`config.mk`:
```
export PLATFORM = sky130hd
export DESIGN_NAME = lsd_regs
export DESIGN_NICKNAME = d
export VERILOG_FILES = /design/src/hdl/lsd_pkg.sv /design/src/hdl/lsd_regs.sv
export SDC_FILE = /design/constraint.sdc
export NUM_CORES = 1
export LEC_CHECK = 0
export ABC_AREA = 1
export BUFFER_PORTS_ARGS = -buffer_cell sky130_fd_sc_hd__clkbuf_2
export CAP_MARGIN = 20
export CORE_MARGIN = 2
export CORE_UTILIZATION = 35
export DETAILED_ROUTE_END_ITERATION = 12
export GPL_TIMING_DRIVEN = 0
export HOLD_SLACK_MARGIN = 0.15
export PLACE_DENSITY = 0.69
export SLEW_MARGIN = 20
export SYNTH_ARGS = -nofsm -noshare
export SYNTH_HDL_FRONTEND = slang
export SYNTH_SLANG_ARGS = --single-unit
```
`constraint.sdc`:
```
create_clock -name clk_i -period 1.2 [get_ports clk_i]
set_input_delay 0 -clock clk_i [delete_from_list [all_inputs] [get_ports clk_i]]
set_output_delay 0 -clock clk_i [all_outputs]
set_load 0.005 [all_outputs]
```
`src/hdl/lsd_pkg.sv`:
```
// Constants, register map and carrier type for the low-side driver register bank.
// Assumes a 32-bit APB with byte addresses; each register takes one aligned word.
package lsd_pkg;

   // ==========================================================================
   // Register indices; the byte address is four times the index.
   localparam int unsigned IDX_CONFIG  = 1;
   localparam int unsigned IDX_TRIM    = 2;
   localparam int unsigned IDX_PROT    = 3;
   localparam int unsigned IDX_OLSTAT  = 5;
   localparam int unsigned IDX_IRQMASK = 6;
   localparam int unsigned IDX_IRQSTAT = 7;

   localparam int unsigned ADDR_W = 8;
   localparam logic [7:0]  ADDR_CONFIG  = 8'(IDX_CONFIG * 4);
   localparam logic [7:0]  ADDR_TRIM    = 8'(IDX_TRIM * 4);
   localparam logic [7:0]  ADDR_PROT    = 8'(IDX_PROT * 4);
   localparam logic [7:0]  ADDR_OLSTAT  = 8'(IDX_OLSTAT * 4);
   localparam logic [7:0]  ADDR_IRQMASK = 8'(IDX_IRQMASK * 4);
   localparam logic [7:0]  ADDR_IRQSTAT = 8'(IDX_IRQSTAT * 4);

   // ==========================================================================
   // Field positions.
   localparam int unsigned NUM_DRV       = 2;
   localparam int unsigned CFG_EN_LSB    = 0;
   localparam int unsigned CFG_OLE_LSB   = 2;
   localparam int unsigned TRIM_LSB      = 0;
   localparam int unsigned PROT_DIS_BIT  = 7;
   localparam int unsigned CLAMP_BIT     = 6;
   localparam int unsigned LIVE_OC_LSB   = 0;

   // ==========================================================================
   // Reset values.
   localparam logic [1:0]  EN_RST    = 2'h0;
   localparam logic [1:0]  OLE_RST   = 2'h0;
   localparam logic [1:0]  TRIM_RST  = 2'h0;
   localparam logic        PROT_RST  = 1'h0;
   localparam logic        CLAMP_RST = 1'h0;
   localparam logic [1:0]  MASK_RST  = 2'h0;

   // ==========================================================================
   // APB request carrier.
   typedef struct packed {
      logic               psel;
      logic               penable;
      logic               pwrite;
      logic [ADDR_W-1:0]  paddr;
      logic [31:0]        pwdata;
   } lsd_apb_req_t;

endpackage

```
`src/hdl/lsd_regs.sv`:
```
// Register bank and protection logic for two low-side driver stages.
// Assumes comparator inputs are asynchronous, gate source and mode come from clk_i logic.
`timescale 1ns/1ps

// Overview of operation
// - Each driver enable bit in driver_config powers its driver when 1 and shuts it down when 0.
// - Open-load detection runs only when its enable bit is 1, the driver is on and the source is off.
// - Open-load status follows the sensed pin only while detection runs, 1 meaning current at or above threshold.
// - open_load_status reads at any time and ignores writes.
// - driver_config reads and writes at any time in any mode.
// - The trim test register loads from flash right after reset is released.
// - Both test registers read at any time and accept writes only in special mode.
// - The 2-bit trim decodes one-hot to the over-current threshold for both drivers.
// - Test bit 7 set disables over-current gate protection for both drivers.
// - Test bit 6 set requests a shifted active-clamp threshold.
// - Two test status bits show each live over-current comparator result.
// - While an over-current flag is set its gate is forced off, then returns to the source.
module lsd_regs (
   // Clock and reset.
   input  wire logic                 clk_i,
   input  wire logic                 resetn_i,
   // APB slave.
   input  wire lsd_pkg::lsd_apb_req_t apb_i,
   output logic [31:0]               prdata_o,
   output logic                      pready_o,
   output logic                      pslverr_o,
   // Mode and flash trim.
   input  wire logic                 special_mode_i,
   input  wire logic [1:0]           flash_trim_i,
   // Analog side.
   input  wire logic [1:0]           gate_source_i,
   input  wire logic [1:0]           oc_cmp_i,
   input  wire logic [1:0]           open_load_sense_i,
   output logic [1:0]                driver_enable_o,
   output logic [1:0]                ol_detect_on_o,
   output logic [1:0]                gate_o,
   output logic [3:0]                oc_trim_onehot_o,
   output logic                      oc_protect_disable_o,
   output logic                      clamp_shift_o,
   // Interrupt.
   output logic                      irq_o
);

   // ==========================================================================
   // Declarations.
   logic [1:0]  driver_enable_q;
   logic [1:0]  ol_detect_enable_q;
   logic [1:0]  trim_q;
   logic        protect_disable_q;
   logic        clamp_shift_q;
   logic [1:0]  irq_mask_q;
   logic [1:0]  oc_flag_q;
   logic [1:0]  open_load_flag_q;
   logic        load_pending_q;
   logic [1:0]  oc_meta_q;
   logic [1:0]  oc_sync_q;
   logic [1:0]  ol_meta_q;
   logic [1:0]  ol_sync_q;
   logic [1:0]  detect_on;
   logic [1:0]  oc_event;
   logic        setup;
   logic        wr_commit;
   logic        mapped;
   logic [31:0] rdata_d;

   // ==========================================================================
   // Bus phases. The answer is computed in the setup cycle so pready can come from a flop.
   assign setup     = apb_i.psel & ~apb_i.penable;
   assign wr_commit = apb_i.psel & apb_i.penable & pready_o & apb_i.pwrite;

   // Read mux; unmapped addresses read zero and flag an error.
   always_comb begin
      rdata_d = 32'h0000_0000;
      mapped  = 1'b1;
      case (apb_i.paddr)
         lsd_pkg::ADDR_CONFIG: begin
            rdata_d[lsd_pkg::CFG_EN_LSB +: 2]  = driver_enable_q;
            rdata_d[lsd_pkg::CFG_OLE_LSB +: 2] = ol_detect_enable_q;
         end
         lsd_pkg::ADDR_TRIM: begin
            rdata_d[lsd_pkg::TRIM_LSB +: 2] = trim_q;
         end
         lsd_pkg::ADDR_PROT: begin
            rdata_d[lsd_pkg::PROT_DIS_BIT]     = protect_disable_q;
            rdata_d[lsd_pkg::CLAMP_BIT]        = clamp_shift_q;
            rdata_d[lsd_pkg::LIVE_OC_LSB +: 2] = oc_sync_q;
         end
         lsd_pkg::ADDR_OLSTAT: begin
            rdata_d[1:0] = open_load_flag_q;
         end
         lsd_pkg::ADDR_IRQMASK: begin
            rdata_d[1:0] = irq_mask_q;
         end
         lsd_pkg::ADDR_IRQSTAT: begin
            rdata_d[1:0] = oc_flag_q;
         end
         default: begin
            mapped = 1'b0;
         end
      endcase
   end

   // Answer flops; one wait-free access cycle after each setup cycle.
   always_ff @(posedge clk_i or negedge resetn_i) begin
      if (!resetn_i) begin
         pready_o  <= 1'b0;
         prdata_o  <= 32'h0000_0000;
         pslverr_o <= 1'b0;
      end else begin
         pready_o  <= setup;
         prdata_o  <= setup ? rdata_d : 32'h0000_0000;
         pslverr_o <= setup & ~mapped;
      end
   end

   // ==========================================================================
   // Configuration and mask registers, writable in every mode.
   always_ff @(posedge clk_i or negedge resetn_i) begin
      if (!resetn_i) begin
         driver_enable_q    <= lsd_pkg::EN_RST;
         ol_detect_enable_q <= lsd_pkg::OLE_RST;
         irq_mask_q         <= lsd_pkg::MASK_RST;
      end else if (wr_commit) begin
         if (apb_i.paddr == lsd_pkg::ADDR_CONFIG) begin
            driver_enable_q    <= apb_i.pwdata[lsd_pkg::CFG_EN_LSB +: 2];
            ol_detect_enable_q <= apb_i.pwdata[lsd_pkg::CFG_OLE_LSB +: 2];
         end
         if (apb_i.paddr == lsd_pkg::ADDR_IRQMASK) begin
            irq_mask_q <= apb_i.pwdata[1:0];
         end
      end
   end

   // ==========================================================================
   // Trim register. The flash value is caught by a clocked load at the first edge
   // after release, since an asynchronous reset may only load constants.
   always_ff @(posedge clk_i or negedge resetn_i) begin
      if (!resetn_i) begin
         load_pending_q <= 1'b1;
         trim_q         <= lsd_pkg::TRIM_RST;
      end else if (load_pending_q) begin
         load_pending_q <= 1'b0;
         trim_q         <= flash_trim_i;
      end else if (wr_commit && special_mode_i && apb_i.paddr == lsd_pkg::ADDR_TRIM) begin
         trim_q <= apb_i.pwdata[lsd_pkg::TRIM_LSB +: 2];
      end
   end

   // Protection test register; the live status bits are read-only.
   always_ff @(posedge clk_i or negedge resetn_i) begin
      if (!resetn_i) begin
         protect_disable_q <= lsd_pkg::PROT_RST;
         clamp_shift_q     <= lsd_pkg::CLAMP_RST;
      end else if (wr_commit && special_mode_i && apb_i.paddr == lsd_pkg::ADDR_PROT) begin
         protect_disable_q <= apb_i.pwdata[lsd_pkg::PROT_DIS_BIT];
         clamp_shift_q     <= apb_i.pwdata[lsd_pkg::CLAMP_BIT];
      end
   end

   // ==========================================================================
   // Comparator synchronisers; the first stage feeds only the second.
   always_ff @(posedge clk_i or negedge resetn_i) begin
      if (!resetn_i) begin
         oc_meta_q <= 2'h0;
         oc_sync_q <= 2'h0;
         ol_meta_q <= 2'h0;
         ol_sync_q <= 2'h0;
      end else begin
         oc_meta_q <= oc_cmp_i;
         oc_sync_q <= oc_meta_q;
         ol_meta_q <= open_load_sense_i;
         ol_sync_q <= ol_meta_q;
      end
   end

   // ==========================================================================
   // Per-driver flags and gate control.
   for (genvar g = 0; g < lsd_pkg::NUM_DRV; g++) begin : g_drv
      assign detect_on[g] = ol_detect_enable_q[g] & driver_enable_q[g] & ~gate_source_i[g];
      assign oc_event[g]  = oc_sync_q[g] & driver_enable_q[g];

      // Sticky flag; a new event beats a write-one clear in the same cycle.
      always_ff @(posedge clk_i or negedge resetn_i) begin
         if (!resetn_i) begin
            oc_flag_q[g] <= 1'b0;
         end else if (oc_event[g]) begin
            oc_flag_q[g] <= 1'b1;
         end else if (wr_commit && apb_i.paddr == lsd_pkg::ADDR_IRQSTAT && apb_i.pwdata[g]) begin
            oc_flag_q[g] <= 1'b0;
         end
      end

      // Open-load status is zero from the cycle after the monitor goes idle, so stale data cannot linger.
      always_ff @(posedge clk_i or negedge resetn_i) begin
         if (!resetn_i) begin
            open_load_flag_q[g] <= 1'b0;
         end else begin
            open_load_flag_q[g] <= detect_on[g] & ol_sync_q[g];
         end
      end

      // Gate and detect outputs.
      always_ff @(posedge clk_i or negedge resetn_i) begin
         if (!resetn_i) begin
            gate_o[g]         <= 1'b0;
            ol_detect_on_o[g] <= 1'b0;
         end else begin
            gate_o[g] <= gate_source_i[g] & driver_enable_q[g]
                         & ~(oc_flag_q[g] & ~protect_disable_q);
            ol_detect_on_o[g] <= detect_on[g];
         end
      end
   end

   // ==========================================================================
   // Analog control outputs and the interrupt line.
   always_ff @(posedge clk_i or negedge resetn_i) begin
      if (!resetn_i) begin
         driver_enable_o      <= lsd_pkg::EN_RST;
         oc_trim_onehot_o     <= 4'h1;
         oc_protect_disable_o <= lsd_pkg::PROT_RST;
         clamp_shift_o        <= lsd_pkg::CLAMP_RST;
         irq_o                <= 1'b0;
      end else begin
         driver_enable_o      <= driver_enable_q;
         oc_trim_onehot_o     <= 4'h1 << trim_q;
         oc_protect_disable_o <= protect_disable_q;
         clamp_shift_o        <= clamp_shift_q;
         irq_o                <= |(oc_flag_q & irq_mask_q);
      end
   end

   // ==========================================================================
   // Assertions.
   property p_enable_out;
      @(posedge clk_i) disable iff (!resetn_i)
      1'b1 |=> driver_enable_o == $past(driver_enable_q);
   endproperty
   a_enable_out: assert property (p_enable_out) else $error("driver enable output wrong");

   property p_detect;
      @(posedge clk_i) disable iff (!resetn_i)
      ol_detect_on_o != 2'h0 |-> $past(ol_detect_enable_q & driver_enable_q & ~gate_source_i) != 2'h0;
   endproperty
   a_detect: assert property (p_detect) else $error("detection active without cause");

   property p_ol_idle;
      @(posedge clk_i) disable iff (!resetn_i)
      driver_enable_q == 2'h0 ##1 driver_enable_q == 2'h0 |-> open_load_flag_q == 2'h0;
   endproperty
   a_ol_idle: assert property (p_ol_idle) else $error("open-load status set while off");

   property p_olstat_ro;
      @(posedge clk_i) disable iff (!resetn_i)
      wr_commit && apb_i.paddr == lsd_pkg::ADDR_OLSTAT && detect_on == 2'h0
      |=> open_load_flag_q == 2'h0;
   endproperty
   a_olstat_ro: assert property (p_olstat_ro) else $error("open-load status took a write");

   property p_cfg_write;
      @(posedge clk_i) disable iff (!resetn_i)
      wr_commit && apb_i.paddr == lsd_pkg::ADDR_CONFIG
      |=> driver_enable_q == $past(apb_i.pwdata[1:0]) ##1 driver_enable_o == $past(driver_enable_q);
   endproperty
   a_cfg_write: assert property (p_cfg_write) else $error("config write lost");

   property p_trim_guard;
      @(posedge clk_i) disable iff (!resetn_i)
      !load_pending_q && !(wr_commit && special_mode_i) |=> $stable(trim_q) && $stable(protect_disable_q);
   endproperty
   a_trim_guard: assert property (p_trim_guard) else $error("test register changed outside special mode");

   property p_onehot;
      @(posedge clk_i) disable iff (!resetn_i)
      !load_pending_q |=> oc_trim_onehot_o == (4'h1 << $past(trim_q)) && $onehot(oc_trim_onehot_o);
   endproperty
   a_onehot: assert property (p_onehot) else $error("trim decode wrong");

   property p_gate_forced_off;
      @(posedge clk_i) disable iff (!resetn_i)
      oc_flag_q[0] && !protect_disable_q |=> !gate_o[0];
   endproperty
   a_gate_forced_off: assert property (p_gate_forced_off) else $error("gate on during over-current");

   // The release edge itself still runs the reset branch, so the load is only
   // due from the first edge at which reset was already seen high.
   property p_flash_load;
      @(posedge clk_i) disable iff (!resetn_i)
      load_pending_q && resetn_i |=> trim_q == $past(flash_trim_i) && !load_pending_q;
   endproperty
   a_flash_load: assert property (p_flash_load) else $error("flash trim not loaded");

   property p_unmapped;
      @(posedge clk_i) disable iff (!resetn_i)
      setup && !mapped |=> pready_o && pslverr_o && prdata_o == 32'h0000_0000;
   endproperty
   a_unmapped: assert property (p_unmapped) else $error("unmapped access answered wrongly");

   c_oc_trip:   cover property (@(posedge clk_i) disable iff (!resetn_i) oc_event[1] ##1 oc_flag_q[1]);
   c_open_load: cover property (@(posedge clk_i) disable iff (!resetn_i) open_load_flag_q[0]);
   c_irq:       cover property (@(posedge clk_i) disable iff (!resetn_i) $rose(irq_o));

endmodule

```
==> results by group <==
Critical path
  • R2R setup slack: slightly below 0.07 ns
  • Critical Path AT: 1.31 ns
  • Slowest stage cell on the critical path: dfrtp_1
  • Maximum single-stage delay on the critical path: 0.36 ns
  • Crit start category: flip-flop
  • Req. time, crit path: 1.38 ns
  • R2R depth: 5
  • Worst Setup SP: pready_o
  • Worst-path cell chain: nand2_2 > nor3b_2 > nand3_1 > nor2_1 > a21oi_1
  • Crit end category: flip-flop
  • Worst R2R Start: pready_o
  • RR Endpoint: protect_disable_q
  • Setup crit end: protect_disable_q
  • Crit path kind: flip-flop to flip-flop
  • Crit Path Max Fanout: 4

Cells and area
  • P&R area growth vs syn: 38.2%
  • Share of cells above drive strength 1: between 30% and 40%
  • Non-filler cells, final: approximately 360
  • Final nets: roughly 350
  • Final instance area: 2650 um^2
  • Ant. Diodes: 0
  • Util after Layout: between 50% and 60%
  • Fillers: 498

Logic synthesis
  • Post-synth top flop: dfrtp_1
  • Most frequent cells after synthesis: 42 x dfrtp_1, 28 x nand2_1, 26 x buf_4
  • Synth area leader: dfrtp_1
  • Ys async rst share: 100%
  • Avg Cell Area, Syn: about 9.8 um^2
  • Yosys top cell area share: 54.8%
  • Cells after Synth: 195
  • Synth cell types: 23
  • Post-synth EDFFs: 0
  • Count of state elements after synthesis: 44
  • Count leader, synth: dfrtp_1
  • Syn. warnings: 0
  • Synthesized cell area: 1920 um^2
  • Main area contributors after synthesis: dfrtp_1 55%, buf_4 10%, nand2_1 5.5%
  • Register area share after synthesis: 57.6%

STA
  • Final WS setup: 0.0679 ns
  • Final hold slack: ~0.16 ns
  • Fmax: between 800 and 900 MHz
  • RSZ-0062 raised after global routing: true
  • Setup TNS: 0 ns
  • Crit share post-route: approximately 94%
  • Post-layout min period: around 1.1 ns
  • Final Hold Vio Count: 0
  • Final max-slew violation count: 0
  • Slew HR: a little under two fifths
  • Clock Skews: 0.00203 ns
  • Final setup fails: 0
  • Measured slew at the worst slew-check pin: 0.938 ns

Global route
  • Antenna violations before repair: 0
  • Largest net degree at the start of global routing: 45
  • Vias in the first global route: 1346
  • Grt total ovfl: 0
  • Met1 usage: between 10% and 20%
  • Global route hottest layer: met2
  • Met3 Resource Use GR: 3.72%
  • First-pass GRT wire length: around 5.9 mm
  • Met2 usage: 18.9%
  • All-Layer GR Usage: between 10% and 20%

Power and ir drop
  • PD cells: approximately 1200 nW/um^2
  • Clk pwr share: 39.3%
  • Maximum vdd drop: 688 uV
  • Sw Share: about a fifth
  • P_sw: 0.650 mW
  • Logic pwr share: around 10%
  • Tot Pwr: 3.07 mW
  • Pint: about 2.4 mW
  • Lkg Pwr: 1.42 nW
  • Sequential share of power: 50.5%

Min path
  • Worst Hold Class: primary input to flip-flop
  • Hold path cells: 6

Placement
  • IO buf count: 48
  • Cell Area, Placed: between 2000 and 2500 um^2
  • Final Wtd Congestion: just over 0.8
  • Dpl cells: approximately 340
  • Placement Setup Slack: between 0.02 and 0.025 ns
  • Final HPWL DP: 2.67 mm

Clock tree
  • CTS Buf Count: 5
  • H-tree levels: 2
  • Worst-path clk slew: approximately 0.080 ns
  • CTS Sinks: 44
  • Clk_lat worst skew: 0.29 ns
  • Worst-case clock buffer depth: 2
  • CTS tree: yes
  • Root buffer cell: clkbuf_8
  • Post-CTS setup buffers: 0

Route
  • Via count: 1453
  • Initial DRC count: 56
  • Vias per cell: 3.99
  • Final ANT Viol Nets: 0
  • DRC: 0
  • Routed WL: 3.63 mm
  • WL/cell: between 9 and 10 um
  • DRT Pass-1 Iters: 4

Job
  • Maxcap violations: 0

Floorplan
  • Die Width: 78.0 um
  • Vert. Die Dim: 78.0 um
  • I/O pin count: between 100 and 150
  • Die ar.: 6080 um^2
  • Initial Utilization: 36.8%
  • Core ar.: 5200 um^2
  • Row count: 26

Outcome
  • Status: finished clean
## layout make-up
class                   count  area (um^2)  share of cell area, %
multi-input cells         125          628                   23.7
clock buffers               7         96.3                   3.64
repair buffers             65          410                   15.5
plain buffers              26          195                   7.37
well taps                  70         87.6                   3.31
clock inverters             1         30.0                   1.13
flip-flops and latches     44         1100                   41.7
inverters                  26         97.6                   3.68
## layout by cell type (no fill, tap or decap), types with 2 or more instances in the layout
cell / synthesis / routed
a21oi_1: 7 / 7
and2_1: 2 / 2
buf_4: 26 / 26
clkbuf_2: 0 / 47
clkbuf_8: 0 / 7
conb_1: 1 / 27
dfrtp_1: 42 / 42
dfstp_2: 2 / 2
dlygate4sd3_1: 0 / 17
inv_1: 21 / 21
inv_2: 5 / 5
nand2_1: 28 / 27
nand2_2: 4 / 5
nand2_4: 2 / 2
nand3_1: 14 / 14
nor2_1: 11 / 10
nor2_2: 1 / 2
nor2_4: 4 / 4
nor3_1: 6 / 6
o21ai_0: 11 / 10
o21ai_1: 3 / 4
## worst min path at each step
stage	slack, ns	endpoint	from
final	0.16	prdata_o[6]	apb_i[39]
after global routing	0.18	prdata_o[7]	apb_i[37]
after CTS	0.15	prdata_o[6]	apb_i[39]
after global placement	0.11	ol_meta_q[1]	open_load_sense_i[1]
after floorplan	-0.30	clamp_shift_o	resetn_i
after detailed placement	0.11	oc_meta_q[1]	oc_cmp_i[1]
## cell families after synthesis
| group | Yosys count | synth area share, % |
|---|---|---|
| DFF | 44 | 57.6 |
| buffers and inverters | 52 | 15.3 |
| AOI/OAI and AO/OA | 23 | 6.33 |
| and+or+nand+nor | 75 | 20.6 |
| other | 1 | 0.196 |
## power by group through the flow
stage,logic [mW],clock network (mW),registers (mW)
after floorplan,0.158,0,1.58
after global placement,0.264,0,1.58
after detailed placement,0.268,0,1.58
after CTS,0.312,1.23,1.55
after global routing,0.352,1.30,1.56
final,0.314,1.21,1.55
## routing by layer
layer / vias up / share of wire [%]
li1: 751 / -
met1: 628 / 45
met2: 66 / 45
met3: 8 / 8.3
met4: 0 / 1.6
met5: - / 0
## sequential cells by signal, indices dropped and copies added, names as in the netlist, 2 cells and up
signal,count
ol_sync_q,2
oc_flag_q,2
driver_enable_q,2
ol_detect_enable_q,2
open_load_flag_q,2
oc_meta_q,2
oc_sync_q,2
oc_trim_onehot_o,4
driver_enable_o,2
gate_o,2
irq_mask_q,2
ol_detect_on_o,2
trim_q,2
prdata_o,6
ol_meta_q,2
## critical path: cells and delay by family, from the launching register on
family	cells	cell delay [ns]
AOI/OAI and AO/OA	1	0.04
and+or+nand+nor	4	0.61
DFF	1	0.36
## timing repair
item / CTS / global route
setup endpoints to repair: 0 / 12
hold endpoints to repair: 72 / 0
hold buffers: 17 / 0
resized for setup: 0 / 4
Note: power is estimated with default switching activity, not from simulation.
